### config.mk
export PLATFORM = sky130hd
export DESIGN_NAME = fsg_guard
export DESIGN_NICKNAME = d
export VERILOG_FILES = /design/src/rtl/fsg_pkg.sv /design/src/rtl/fsg_guard.sv
export SDC_FILE = /design/constraint.sdc
export NUM_CORES = 1
export LEC_CHECK = 0
export ABC_AREA = 1
export BUFFER_PORTS_ARGS = -buffer_cell sky130_fd_sc_hd__buf_2
export CORE_MARGIN = 3
export CORE_UTILIZATION = 48
export CTS_CLUSTER_DIAMETER = 40
export DETAILED_ROUTE_END_ITERATION = 10
export PLACE_DENSITY_LB_ADDON = 0.25
export SYNTH_ARGS = -nofsm -noshare
export SYNTH_HDL_FRONTEND = slang
export SYNTH_SLANG_ARGS = --single-unit
### constraint.sdc
create_clock -name clk_i -period 5.54 [get_ports clk_i]
set_clock_uncertainty 0.2 [all_clocks]
set_input_delay 1.108 -clock clk_i [delete_from_list [all_inputs] [get_ports clk_i]]
set_output_delay 1.108 -clock clk_i [all_outputs]
set_load 0.02 [all_outputs]
### src/rtl/fsg_pkg.sv
// shared constants for the flash self-program guard
package fsg_pkg;
	// flash geometry in 16-bit words
	localparam int ADDR_W = 14;
	localparam int PAGE_LSB = 6;
	localparam logic [14:0] FLASH_WORDS = 15'h4000;
	localparam logic [14:0] HALTING_SECTION_WORDS = 15'h0800;
	localparam logic [14:0] BOOT_MIN_WORDS = 15'h0100;
	// register byte offsets
	localparam logic [3:0] OFS_CTRL = 4'h0;
	localparam logic [3:0] OFS_STAT = 4'h4;
	localparam logic [3:0] OFS_LOCK = 4'h8;
	localparam logic [3:0] OFS_CFG = 4'hc;
	// control register fields
	localparam int CTRL_EN = 0;
	localparam int CTRL_ERASE = 1;
	localparam int CTRL_WRITE = 2;
	localparam int CTRL_LOCKSET = 3;
	localparam int CTRL_REEN = 4;
	localparam int CTRL_BUSY = 6;
	// accepted command patterns in the low five bits
	localparam logic [4:0] CMD_FILL = 5'h01;
	localparam logic [4:0] CMD_ERASE = 5'h03;
	localparam logic [4:0] CMD_WRITE = 5'h05;
	localparam logic [4:0] CMD_LOCKSET = 5'h09;
	localparam logic [4:0] CMD_REEN = 5'h11;
	// status register fields
	localparam int STAT_BUSY = 0;
	localparam int STAT_HALT = 1;
	localparam int STAT_PROG = 2;
	localparam int STAT_IGN = 3;
	// lock register fields, each field is {high,low}, 1 = unprogrammed
	localparam int LOCK_APP = 0;
	localparam int LOCK_BOOT = 2;
	localparam logic [3:0] LOCK_RST = 4'hf;
	// lock data positions in the low working register
	localparam int LDAT_APP = 2;
	localparam int LDAT_BOOT = 4;
	// config register fields
	localparam int CFG_BOOT_SIZE_FUSES = 0;
	localparam int CFG_CHIPERASE = 7;
	localparam logic [1:0] BOOT_SIZE_FUSES_RST = 2'h0;
	// store-program enable window
	localparam logic [2:0] SPM_WINDOW = 3'h4;
	// guard sequencer states
	typedef enum logic [2:0] {
		ST_IDLE = 3'b001,
		ST_ARMED = 3'b010,
		ST_BUSY = 3'b100
	} fsg_state_t;
	// operation codes reported to the flash controller
	localparam logic [1:0] OP_FILL = 2'h0;
	localparam logic [1:0] OP_ERASE = 2'h1;
	localparam logic [1:0] OP_WRITE = 2'h2;
endpackage

### src/rtl/fsg_guard.sv
// flash self-program access guard with wishbone register slave
`timescale 1ns/100ps
`default_nettype none

module fsg_guard
	import fsg_pkg::*;
(
	// clock and reset
	input wire logic clk_i,
	input wire logic rst_i,
	input wire logic ce_i,
	// wishbone slave
	input wire logic wb_cyc_i,
	input wire logic wb_stb_i,
	input wire logic wb_we_i,
	input wire logic [3:0] wb_adr_i,
	input wire logic [3:0] wb_sel_i,
	input wire logic [31:0] wb_dat_i,
	output logic [31:0] wb_dat_o,
	output logic wb_ack_o,
	// core instruction stream
	input wire logic [ADDR_W-1:0] fetch_addr_i,
	input wire logic ivec_boot_i,
	input wire logic spm_i,
	input wire logic [ADDR_W-1:0] spm_addr_i,
	input wire logic [7:0] spm_data_i,
	input wire logic lpm_i,
	input wire logic [ADDR_W-1:0] lpm_addr_i,
	// flash controller
	input wire logic prog_done_i,
	output logic spm_start_o,
	output logic [1:0] spm_op_o,
	output logic [ADDR_W-1:0] spm_page_o,
	// core controls
	output logic lpm_ok_o,
	output logic lpm_deny_o,
	output logic halt_o,
	output logic rww_busy_o,
	output logic irq_block_o
);

	// boot section start for the fuse setting
	function automatic logic [14:0] boot_start(input logic [1:0] fz);
		logic [14:0] sz;
		sz = BOOT_MIN_WORDS << (2'h3 - fz);
		if (sz > HALTING_SECTION_WORDS)
		begin
			sz = HALTING_SECTION_WORDS;
		end
		boot_start = FLASH_WORDS - sz;
	endfunction

	// address lies in the boot loader section
	function automatic logic in_boot(input logic [ADDR_W-1:0] a, input logic [1:0] fz);
		in_boot = {1'b0, a} >= boot_start(fz);
	endfunction

	// address lies in the halting section
	function automatic logic in_halting_section(input logic [ADDR_W-1:0] a);
		in_halting_section = {1'b0, a} >= (FLASH_WORDS - HALTING_SECTION_WORDS);
	endfunction

	// control pattern that may arm the store window; anything else is dropped
	function automatic logic cmd_ok(input logic [4:0] c);
		cmd_ok = (c == CMD_FILL) | (c == CMD_ERASE) | (c == CMD_WRITE) |
			(c == CMD_LOCKSET) | (c == CMD_REEN);
	endfunction

	fsg_state_t state_q;
	fsg_state_t state_d;
	logic [4:0] cmd_q;
	logic [2:0] win_q;
	logic busy_flag_q;
	logic halt_q;
	logic ign_q;
	logic [3:0] lock_q;
	logic [1:0] boot_size_fuses_q;
	logic ack_q;
	logic [31:0] rdat_q;
	logic start_q;
	logic [1:0] op_q;
	logic [ADDR_W-1:0] page_q;
	logic lpm_ok_q;
	logic lpm_deny_q;
	logic irq_blk_q;
	logic wb_req;
	logic wb_wr;
	logic ctrl_arm;
	logic fetch_boot;
	logic spm_take;
	logic spm_from_app;
	logic tgt_boot;
	logic tgt_halting_section;
	logic wr_locked;
	logic prog_go;
	logic lock_go;
	logic reen_go;
	logic [1:0] app_lk;
	logic [1:0] boot_lk;

	assign wb_req = wb_cyc_i & wb_stb_i & ~ack_q;
	assign wb_wr = wb_req & wb_we_i & wb_sel_i[0];
	// arming and latching share one decode so a bad pattern cannot open the window
	assign ctrl_arm = (state_q == ST_IDLE) & wb_wr & (wb_adr_i == OFS_CTRL) &
		cmd_ok(wb_dat_i[4:0]);
	assign app_lk = lock_q[LOCK_APP +: 2];
	assign boot_lk = lock_q[LOCK_BOOT +: 2];

	assign fetch_boot = in_boot(fetch_addr_i, boot_size_fuses_q);
	assign spm_take = (state_q == ST_ARMED) & spm_i;
	assign spm_from_app = ~fetch_boot;

	assign tgt_boot = in_boot(spm_addr_i, boot_size_fuses_q);
	assign tgt_halting_section = in_halting_section(spm_addr_i);

	assign wr_locked = tgt_boot ? ~boot_lk[0] : ~app_lk[0];

	// boot code may target any page whose section is not write-locked
	assign prog_go = spm_take & ~spm_from_app & ~wr_locked &
		((cmd_q == CMD_ERASE) | (cmd_q == CMD_WRITE));
	assign lock_go = spm_take & ~spm_from_app & (cmd_q == CMD_LOCKSET);
	assign reen_go = spm_take & ~spm_from_app & (cmd_q == CMD_REEN);

	// sequencer next state
	always_comb
	begin
		state_d = state_q;
		case (state_q)
			ST_IDLE:
			begin
				if (ctrl_arm)
				begin
					state_d = ST_ARMED;
				end
			end
			ST_ARMED:
			begin
				if (prog_go)
				begin
					state_d = ST_BUSY;
				end
				else if (spm_take | (win_q == 3'h1))
				begin
					state_d = ST_IDLE;
				end
			end
			ST_BUSY:
			begin
				if (prog_done_i)
				begin
					state_d = ST_IDLE;
				end
			end
			default:
			begin
				state_d = ST_IDLE;
			end
		endcase
	end

	always_ff @(posedge clk_i)
	begin
		if (rst_i)
		begin
			state_q <= ST_IDLE;
		end
		else if (ce_i)
		begin
			state_q <= state_d;
		end
	end

	// command latch and enable window; bad patterns have no effect
	always_ff @(posedge clk_i)
	begin
		if (rst_i)
		begin
			cmd_q <= 5'h00;
			win_q <= 3'h0;
		end
		else if (ce_i)
		begin
			if (ctrl_arm)
			begin
				cmd_q <= wb_dat_i[4:0];
				win_q <= SPM_WINDOW;
			end
			else if (state_d == ST_IDLE)
			begin
				cmd_q <= 5'h00;
				win_q <= 3'h0;
			end
			else if (state_q == ST_ARMED)
			begin
				win_q <= win_q - 3'h1;
			end
		end
	end

	// section busy flag; a new block beats a clear
	always_ff @(posedge clk_i)
	begin
		if (rst_i)
		begin
			busy_flag_q <= 1'b0;
		end
		else if (ce_i)
		begin
			if (prog_go & ~tgt_halting_section)
			begin
				busy_flag_q <= 1'b1;
			end
			else if (reen_go)
			begin
				busy_flag_q <= 1'b0;
			end
		end
	end

	// core halt for the whole halting-section operation
	always_ff @(posedge clk_i)
	begin
		if (rst_i)
		begin
			halt_q <= 1'b0;
		end
		else if (ce_i)
		begin
			if (prog_go & tgt_halting_section)
			begin
				halt_q <= 1'b1;
			end
			else if (prog_done_i)
			begin
				halt_q <= 1'b0;
			end
		end
	end

	// sticky note of a store ignored from application code
	always_ff @(posedge clk_i)
	begin
		if (rst_i)
		begin
			ign_q <= 1'b0;
		end
		else if (ce_i)
		begin
			if (spm_take & spm_from_app)
			begin
				ign_q <= 1'b1;
			end
			else if (wb_wr & (wb_adr_i == OFS_STAT) & wb_dat_i[STAT_IGN])
			begin
				ign_q <= 1'b0;
			end
		end
	end

	// lock bits only move toward programmed, chip erase restores them
	always_ff @(posedge clk_i)
	begin
		if (rst_i)
		begin
			lock_q <= LOCK_RST;
		end
		else if (ce_i)
		begin
			if (wb_wr & (wb_adr_i == OFS_CFG) & wb_dat_i[CFG_CHIPERASE])
			begin
				lock_q <= LOCK_RST;
			end
			else if (lock_go)
			begin
				lock_q <= lock_q & {spm_data_i[LDAT_BOOT +: 2], spm_data_i[LDAT_APP +: 2]};
			end
			else if (wb_wr & (wb_adr_i == OFS_LOCK))
			begin
				lock_q <= lock_q & wb_dat_i[3:0];
			end
		end
	end

	// boot size fuses, set by the programming interface only
	always_ff @(posedge clk_i)
	begin
		if (rst_i)
		begin
			boot_size_fuses_q <= BOOT_SIZE_FUSES_RST;
		end
		else if (ce_i)
		begin
			if (wb_wr & (wb_adr_i == OFS_CFG))
			begin
				boot_size_fuses_q <= wb_dat_i[CFG_BOOT_SIZE_FUSES +: 2];
			end
		end
	end

	// operation start toward the flash controller
	always_ff @(posedge clk_i)
	begin
		if (rst_i)
		begin
			start_q <= 1'b0;
			op_q <= OP_FILL;
			page_q <= '0;
		end
		else if (ce_i)
		begin
			start_q <= prog_go | (spm_take & ~spm_from_app & (cmd_q == CMD_FILL));
			if (spm_take & ~spm_from_app)
			begin
				op_q <= (cmd_q == CMD_ERASE) ? OP_ERASE :
					(cmd_q == CMD_WRITE) ? OP_WRITE : OP_FILL;
				page_q <= spm_addr_i;
			end
		end
	end

	// load-program read permission
	always_ff @(posedge clk_i)
	begin
		if (rst_i)
		begin
			lpm_ok_q <= 1'b0;
			lpm_deny_q <= 1'b0;
		end
		else if (ce_i)
		begin
			if (lpm_i & ((~in_boot(lpm_addr_i, boot_size_fuses_q) & fetch_boot & ~app_lk[1]) |
				(in_boot(lpm_addr_i, boot_size_fuses_q) & ~fetch_boot & ~boot_lk[1])))
			begin
				lpm_ok_q <= 1'b0;
				lpm_deny_q <= 1'b1;
			end
			else
			begin
				lpm_ok_q <= lpm_i;
				lpm_deny_q <= 1'b0;
			end
		end
	end

	// interrupt gating by lock and vector placement
	always_ff @(posedge clk_i)
	begin
		if (rst_i)
		begin
			irq_blk_q <= 1'b0;
		end
		else if (ce_i)
		begin
			irq_blk_q <= (~fetch_boot & ~app_lk[1] & ivec_boot_i) |
				(fetch_boot & ~boot_lk[1] & ~ivec_boot_i);
		end
	end

	// wishbone answer one cycle after the strobe; unmapped reads zero
	always_ff @(posedge clk_i)
	begin
		if (rst_i)
		begin
			ack_q <= 1'b0;
			rdat_q <= 32'h0000_0000;
		end
		else if (ce_i)
		begin
			ack_q <= wb_req;
			rdat_q <= 32'h0000_0000;
			if (wb_req & ~wb_we_i)
			begin
				case (wb_adr_i)
					OFS_CTRL:
					begin
						rdat_q[4:0] <= (state_q == ST_IDLE) ? 5'h00 : cmd_q;
						rdat_q[CTRL_BUSY] <= busy_flag_q;
					end
					OFS_STAT:
					begin
						rdat_q[STAT_BUSY] <= busy_flag_q;
						rdat_q[STAT_HALT] <= halt_q;
						rdat_q[STAT_PROG] <= state_q == ST_BUSY;
						rdat_q[STAT_IGN] <= ign_q;
					end
					OFS_LOCK:
					begin
						rdat_q[3:0] <= lock_q;
					end
					OFS_CFG:
					begin
						rdat_q[CFG_BOOT_SIZE_FUSES +: 2] <= boot_size_fuses_q;
					end
					default:
					begin
						rdat_q <= 32'h0000_0000;
					end
				endcase
			end
		end
	end

	assign wb_ack_o = ack_q;
	assign wb_dat_o = rdat_q;
	assign spm_start_o = start_q;
	assign spm_op_o = op_q;
	assign spm_page_o = page_q;
	assign lpm_ok_o = lpm_ok_q;
	assign lpm_deny_o = lpm_deny_q;
	assign halt_o = halt_q;
	assign rww_busy_o = busy_flag_q;
	assign irq_block_o = irq_blk_q;

endmodule // fsg_guard

`default_nettype wire

==> flow_summary_export.csv <==
group,metric,value,unit
global_route,antenna_found_initial,0,
global_route,use_met1,25.5,%
clock_tree,clockBufferDepth,2,
critical_path,required,5.58,ns
synthesis,synth_edf_count,0,
global_route,grt_pass1_vias,2494,
critical_path,crit_type,"input pin to flip-flop",
power_and_ir_drop,p_leak,1.60,nW
finish,diodes,0,
sta,setup_tns,0,ns
hold_path,worstHoldStart,"wb_dat_o[2]",
synthesis,synth_compound_area_share,12.8,%
clock_tree,root_buffer,"clkbuf_8",
clock_tree,cts_hold_buf,0,
power_and_ir_drop,switching_share,25.5,%
critical_path,crit_fanout,22,
critical_path,worstReg2RegEnd,"spm_op_o[0]",
global_route,grtUsageMet2,35.3,%
finish,area_delta_synth_final,17.5,%
global_route,grt_max_degree,24,
floorplan,die_w,82.8,um
synthesis,avgSynthCellArea,6.92,um^2
routing,drt_iter0_drc,123,
sta,rsz0062_at_grt,"false",
routing,drtAntennaViolNets,0,
clock_tree,cts_tree,"done",
power_and_ir_drop,seqPwrFrac,46.0,%
synthesis,syn_area,2830,um^2
synthesis,synth_xor_area_share,0.309,%
critical_path,arrival,2.91,ns
clock_tree,clock_latency,0.30,ns
critical_path,crit_path_end_kind,"flip-flop",
clock_tree,ctsHtreeMaxLevel,2,
global_route,top_usage_layer,"met2",
clock_tree,clock-sinks,47,
routing,wl_per_cell,11.9,um
floorplan,die_h,82.8,um
run,max_cap_viol_count,0,
critical_path,rrSetupSlack,3.05,ns
clock_tree,path_clk_slew,0.09,ns
power_and_ir_drop,power_frac_clock,40.0,%
sta,relSlewSlack,60.4,%
routing,first_pass_iters,4,
clock_tree,cts_resized,0,
finish,nets,603,
synthesis,synth-simple-area-share,33.6,%
floorplan,num_rows,27,
synthesis,synthArstFlopShare,0,%
global_route,track_usage,20.6,%
hold_path,whs_endpoint,"wb_dat_o[2]",
floorplan,die_area,6850,um^2
routing,via_count,2752,
placed_design,place_hpwl,5220,um
global_route,grt.met3_usage,4.54,%
critical_path,r2r-start,"boot_size_fuses_q[1]",
sta,setup_viol_count_final,0,
critical_path,reg2reg_depth,12,
hold_path,hold_class,"flip-flop to flip-flop",
power_and_ir_drop,p_int,0.557,mW
synthesis,synth_seq_area_share,33.2,%
sta,hold_violations,0,
synthesis,yosys-mux-area-fraction,0,%
synthesis,synth_top_family_by_area,"simple AND/OR/NAND/NOR gates",
clock_tree,cts-buffers-inserted,5,
sta,slew_violations,0,
run_status,status,"finished, final reports clean",
synthesis,synth.distinct_cells,37,
global_route,overflow,0,
synthesis,synth-main-ff-cell,"dfxtp_1",
clock_tree,cts_setup_buffers,0,
power_and_ir_drop,net-switching-power,0.191,mW
power_and_ir_drop,pwr_density_cell,225,nW/um^2
sta,fmax,347,MHz
floorplan,io_pins,155,
floorplan,coreArea,5610,um^2
global_route,grt_pass1_wl,11100,um
placed_design,gp_congestion,0.869,
finish,drive_gt1_share,22.7,%
synthesis,synth_fa_ha_area_share,6.19,%
routing,wl,6660,um
power_and_ir_drop,combPwrFrac,14.0,%
placed_design,port_buffers,80,
power_and_ir_drop,p_total,0.748,mW
routing,drcViolationCount,0,
sta,min_period,2.88,ns
power_and_ir_drop,ir_worst_vdd,0.000121,V
synthesis,ys_ff_latch,47,
routing,vias_per_cell,4.90,
critical_path,start_kind,"input pin",
floorplan,start_util,50.5,%
synthesis,yosysWarnings,0,
sta,worstMarginPinSlew,0.594,ns
hold_path,worstHoldPathCells,2,
sta,post-route-period-util,52.0,%
synthesis,netlist_instances,409,
[power by group through the flow]
stage / logic, mW / registers [mW] / clock network, mW
6_report: 0.105 / 0.344 / 0.299
5_1_grt: 0.119 / 0.345 / 0.315
4_1_cts: 0.105 / 0.344 / 0.304
3_5_place_dp: 0.104 / 0.352 / 0
3_3_place_gp: 0.103 / 0.352 / 0
2_1_floorplan: 0.0810 / 0.354 / 0
[worst max-delay path: stages]
cell and delay (ns):
buf_2 0.35, inv_2 0.25, nor2_1 0.27, nand2_1 0.37, inv_2 0.35, nand2_1 0.09, a21oi_1 0.12
[metrics by stage]
step / worst slack (ns) / cells / util (%) / hold WS [ns] / cell area [um^2]
after detailed placement: 2.36 / 554 / 56.9 / 0.252 / 3190
final: 2.66 / 562 / 59.3 / 0.266 / 3320
after global placement: 2.37 / 554 / 56.9 / 0.249 / 3190
after global routing: 2.42 / 562 / 59.3 / 0.288 / 3320
after CTS: 2.67 / 562 / 59.3 / 0.267 / 3320
after floorplan: 2.83 / 437 / - / 0.239 / 2940
[sequential cells by signal, indices dropped and copies added, names as in the netlist]
signal,count
boot_size_fuses_q,2
cmd_q,5
halt_o,1
ign_q,1
irq_block_o,1
lock_q,4
lpm_deny_o,1
lpm_ok_o,1
rww_busy_o,1
spm_op_o,2
spm_page_o,14
spm_start_o,1
state_q,3
wb_ack_o,1
wb_dat_o,6
win_q,3
[synthesized netlist by cell type, types with 6 or more instances]
master	n	share of area, %
nor2_1	53	7.0
ha_1	14	6.2
inv_1	37	4.9
nand3_1	30	5.3
a21oi_1	25	4.4
nand4_1	10	2.2
clkbuf_1	6	0.80
nand2_1	84	11
o21ai_0	26	4.6
nand3_2	6	2.1
dfxtp_1	47	33
buf_4	27	7.2
nor3_1	8	1.4
[logic make-up after synthesis]
family,Yosys count
flip-flops,47
AND/OR/NAND/NOR,206
buffers and inverters,76
other,1
XOR/XNOR,1
AO/OA/AOI/OAI,64
adder cells (fa/ha/maj),14
[layout make-up]
class                      instances  area, um^2
multi-input combinational        314        1610
sequential                        47         941
clock inverter                     2        60.1
tap                               72        90.1
fill                             569        2280
inverter                          41         154
timing repair buffer              80         400
clock buffer                       6        72.6
[layout by cell type (no fill, tap or decap), types with 10 or more instances in the layout]
cell type	count
nand3_1	30
o21ai_0	26
a21oi_1	25
nand2_1	84
ha_1	14
dfxtp_1	47
nor2_1	53
buf_2	80
inv_1	37
nand4_1	10
conb_1	29
[how the worst max path moves through the flow]
stage,start,endpoint,depth (start not counted)
2_1_floorplan,fetch_addr_i[10],win_q[2],16
3_3_place_gp,ce_i,spm_op_o[1],7
3_5_place_dp,ce_i,spm_op_o[1],7
4_1_cts,ce_i,spm_op_o[1],7
5_1_grt,fetch_addr_i[10],spm_page_o[3],12
6_report,ce_i,spm_op_o[1],7
[layer usage]
| metal | routed length [um] | vias up | share of wire, % |
|---|---|---|---|
| met5 | 0 | - | 0 |
| met4 | 118 | 0 | 1.8 |
| met3 | 533 | 16 | 8.0 |
| met2 | 3090 | 102 | 46 |
| met1 | 2920 | 1187 | 44 |
| li1 | - | 1447 | - |
Note: power is estimated with default switching activity, not from simulation.
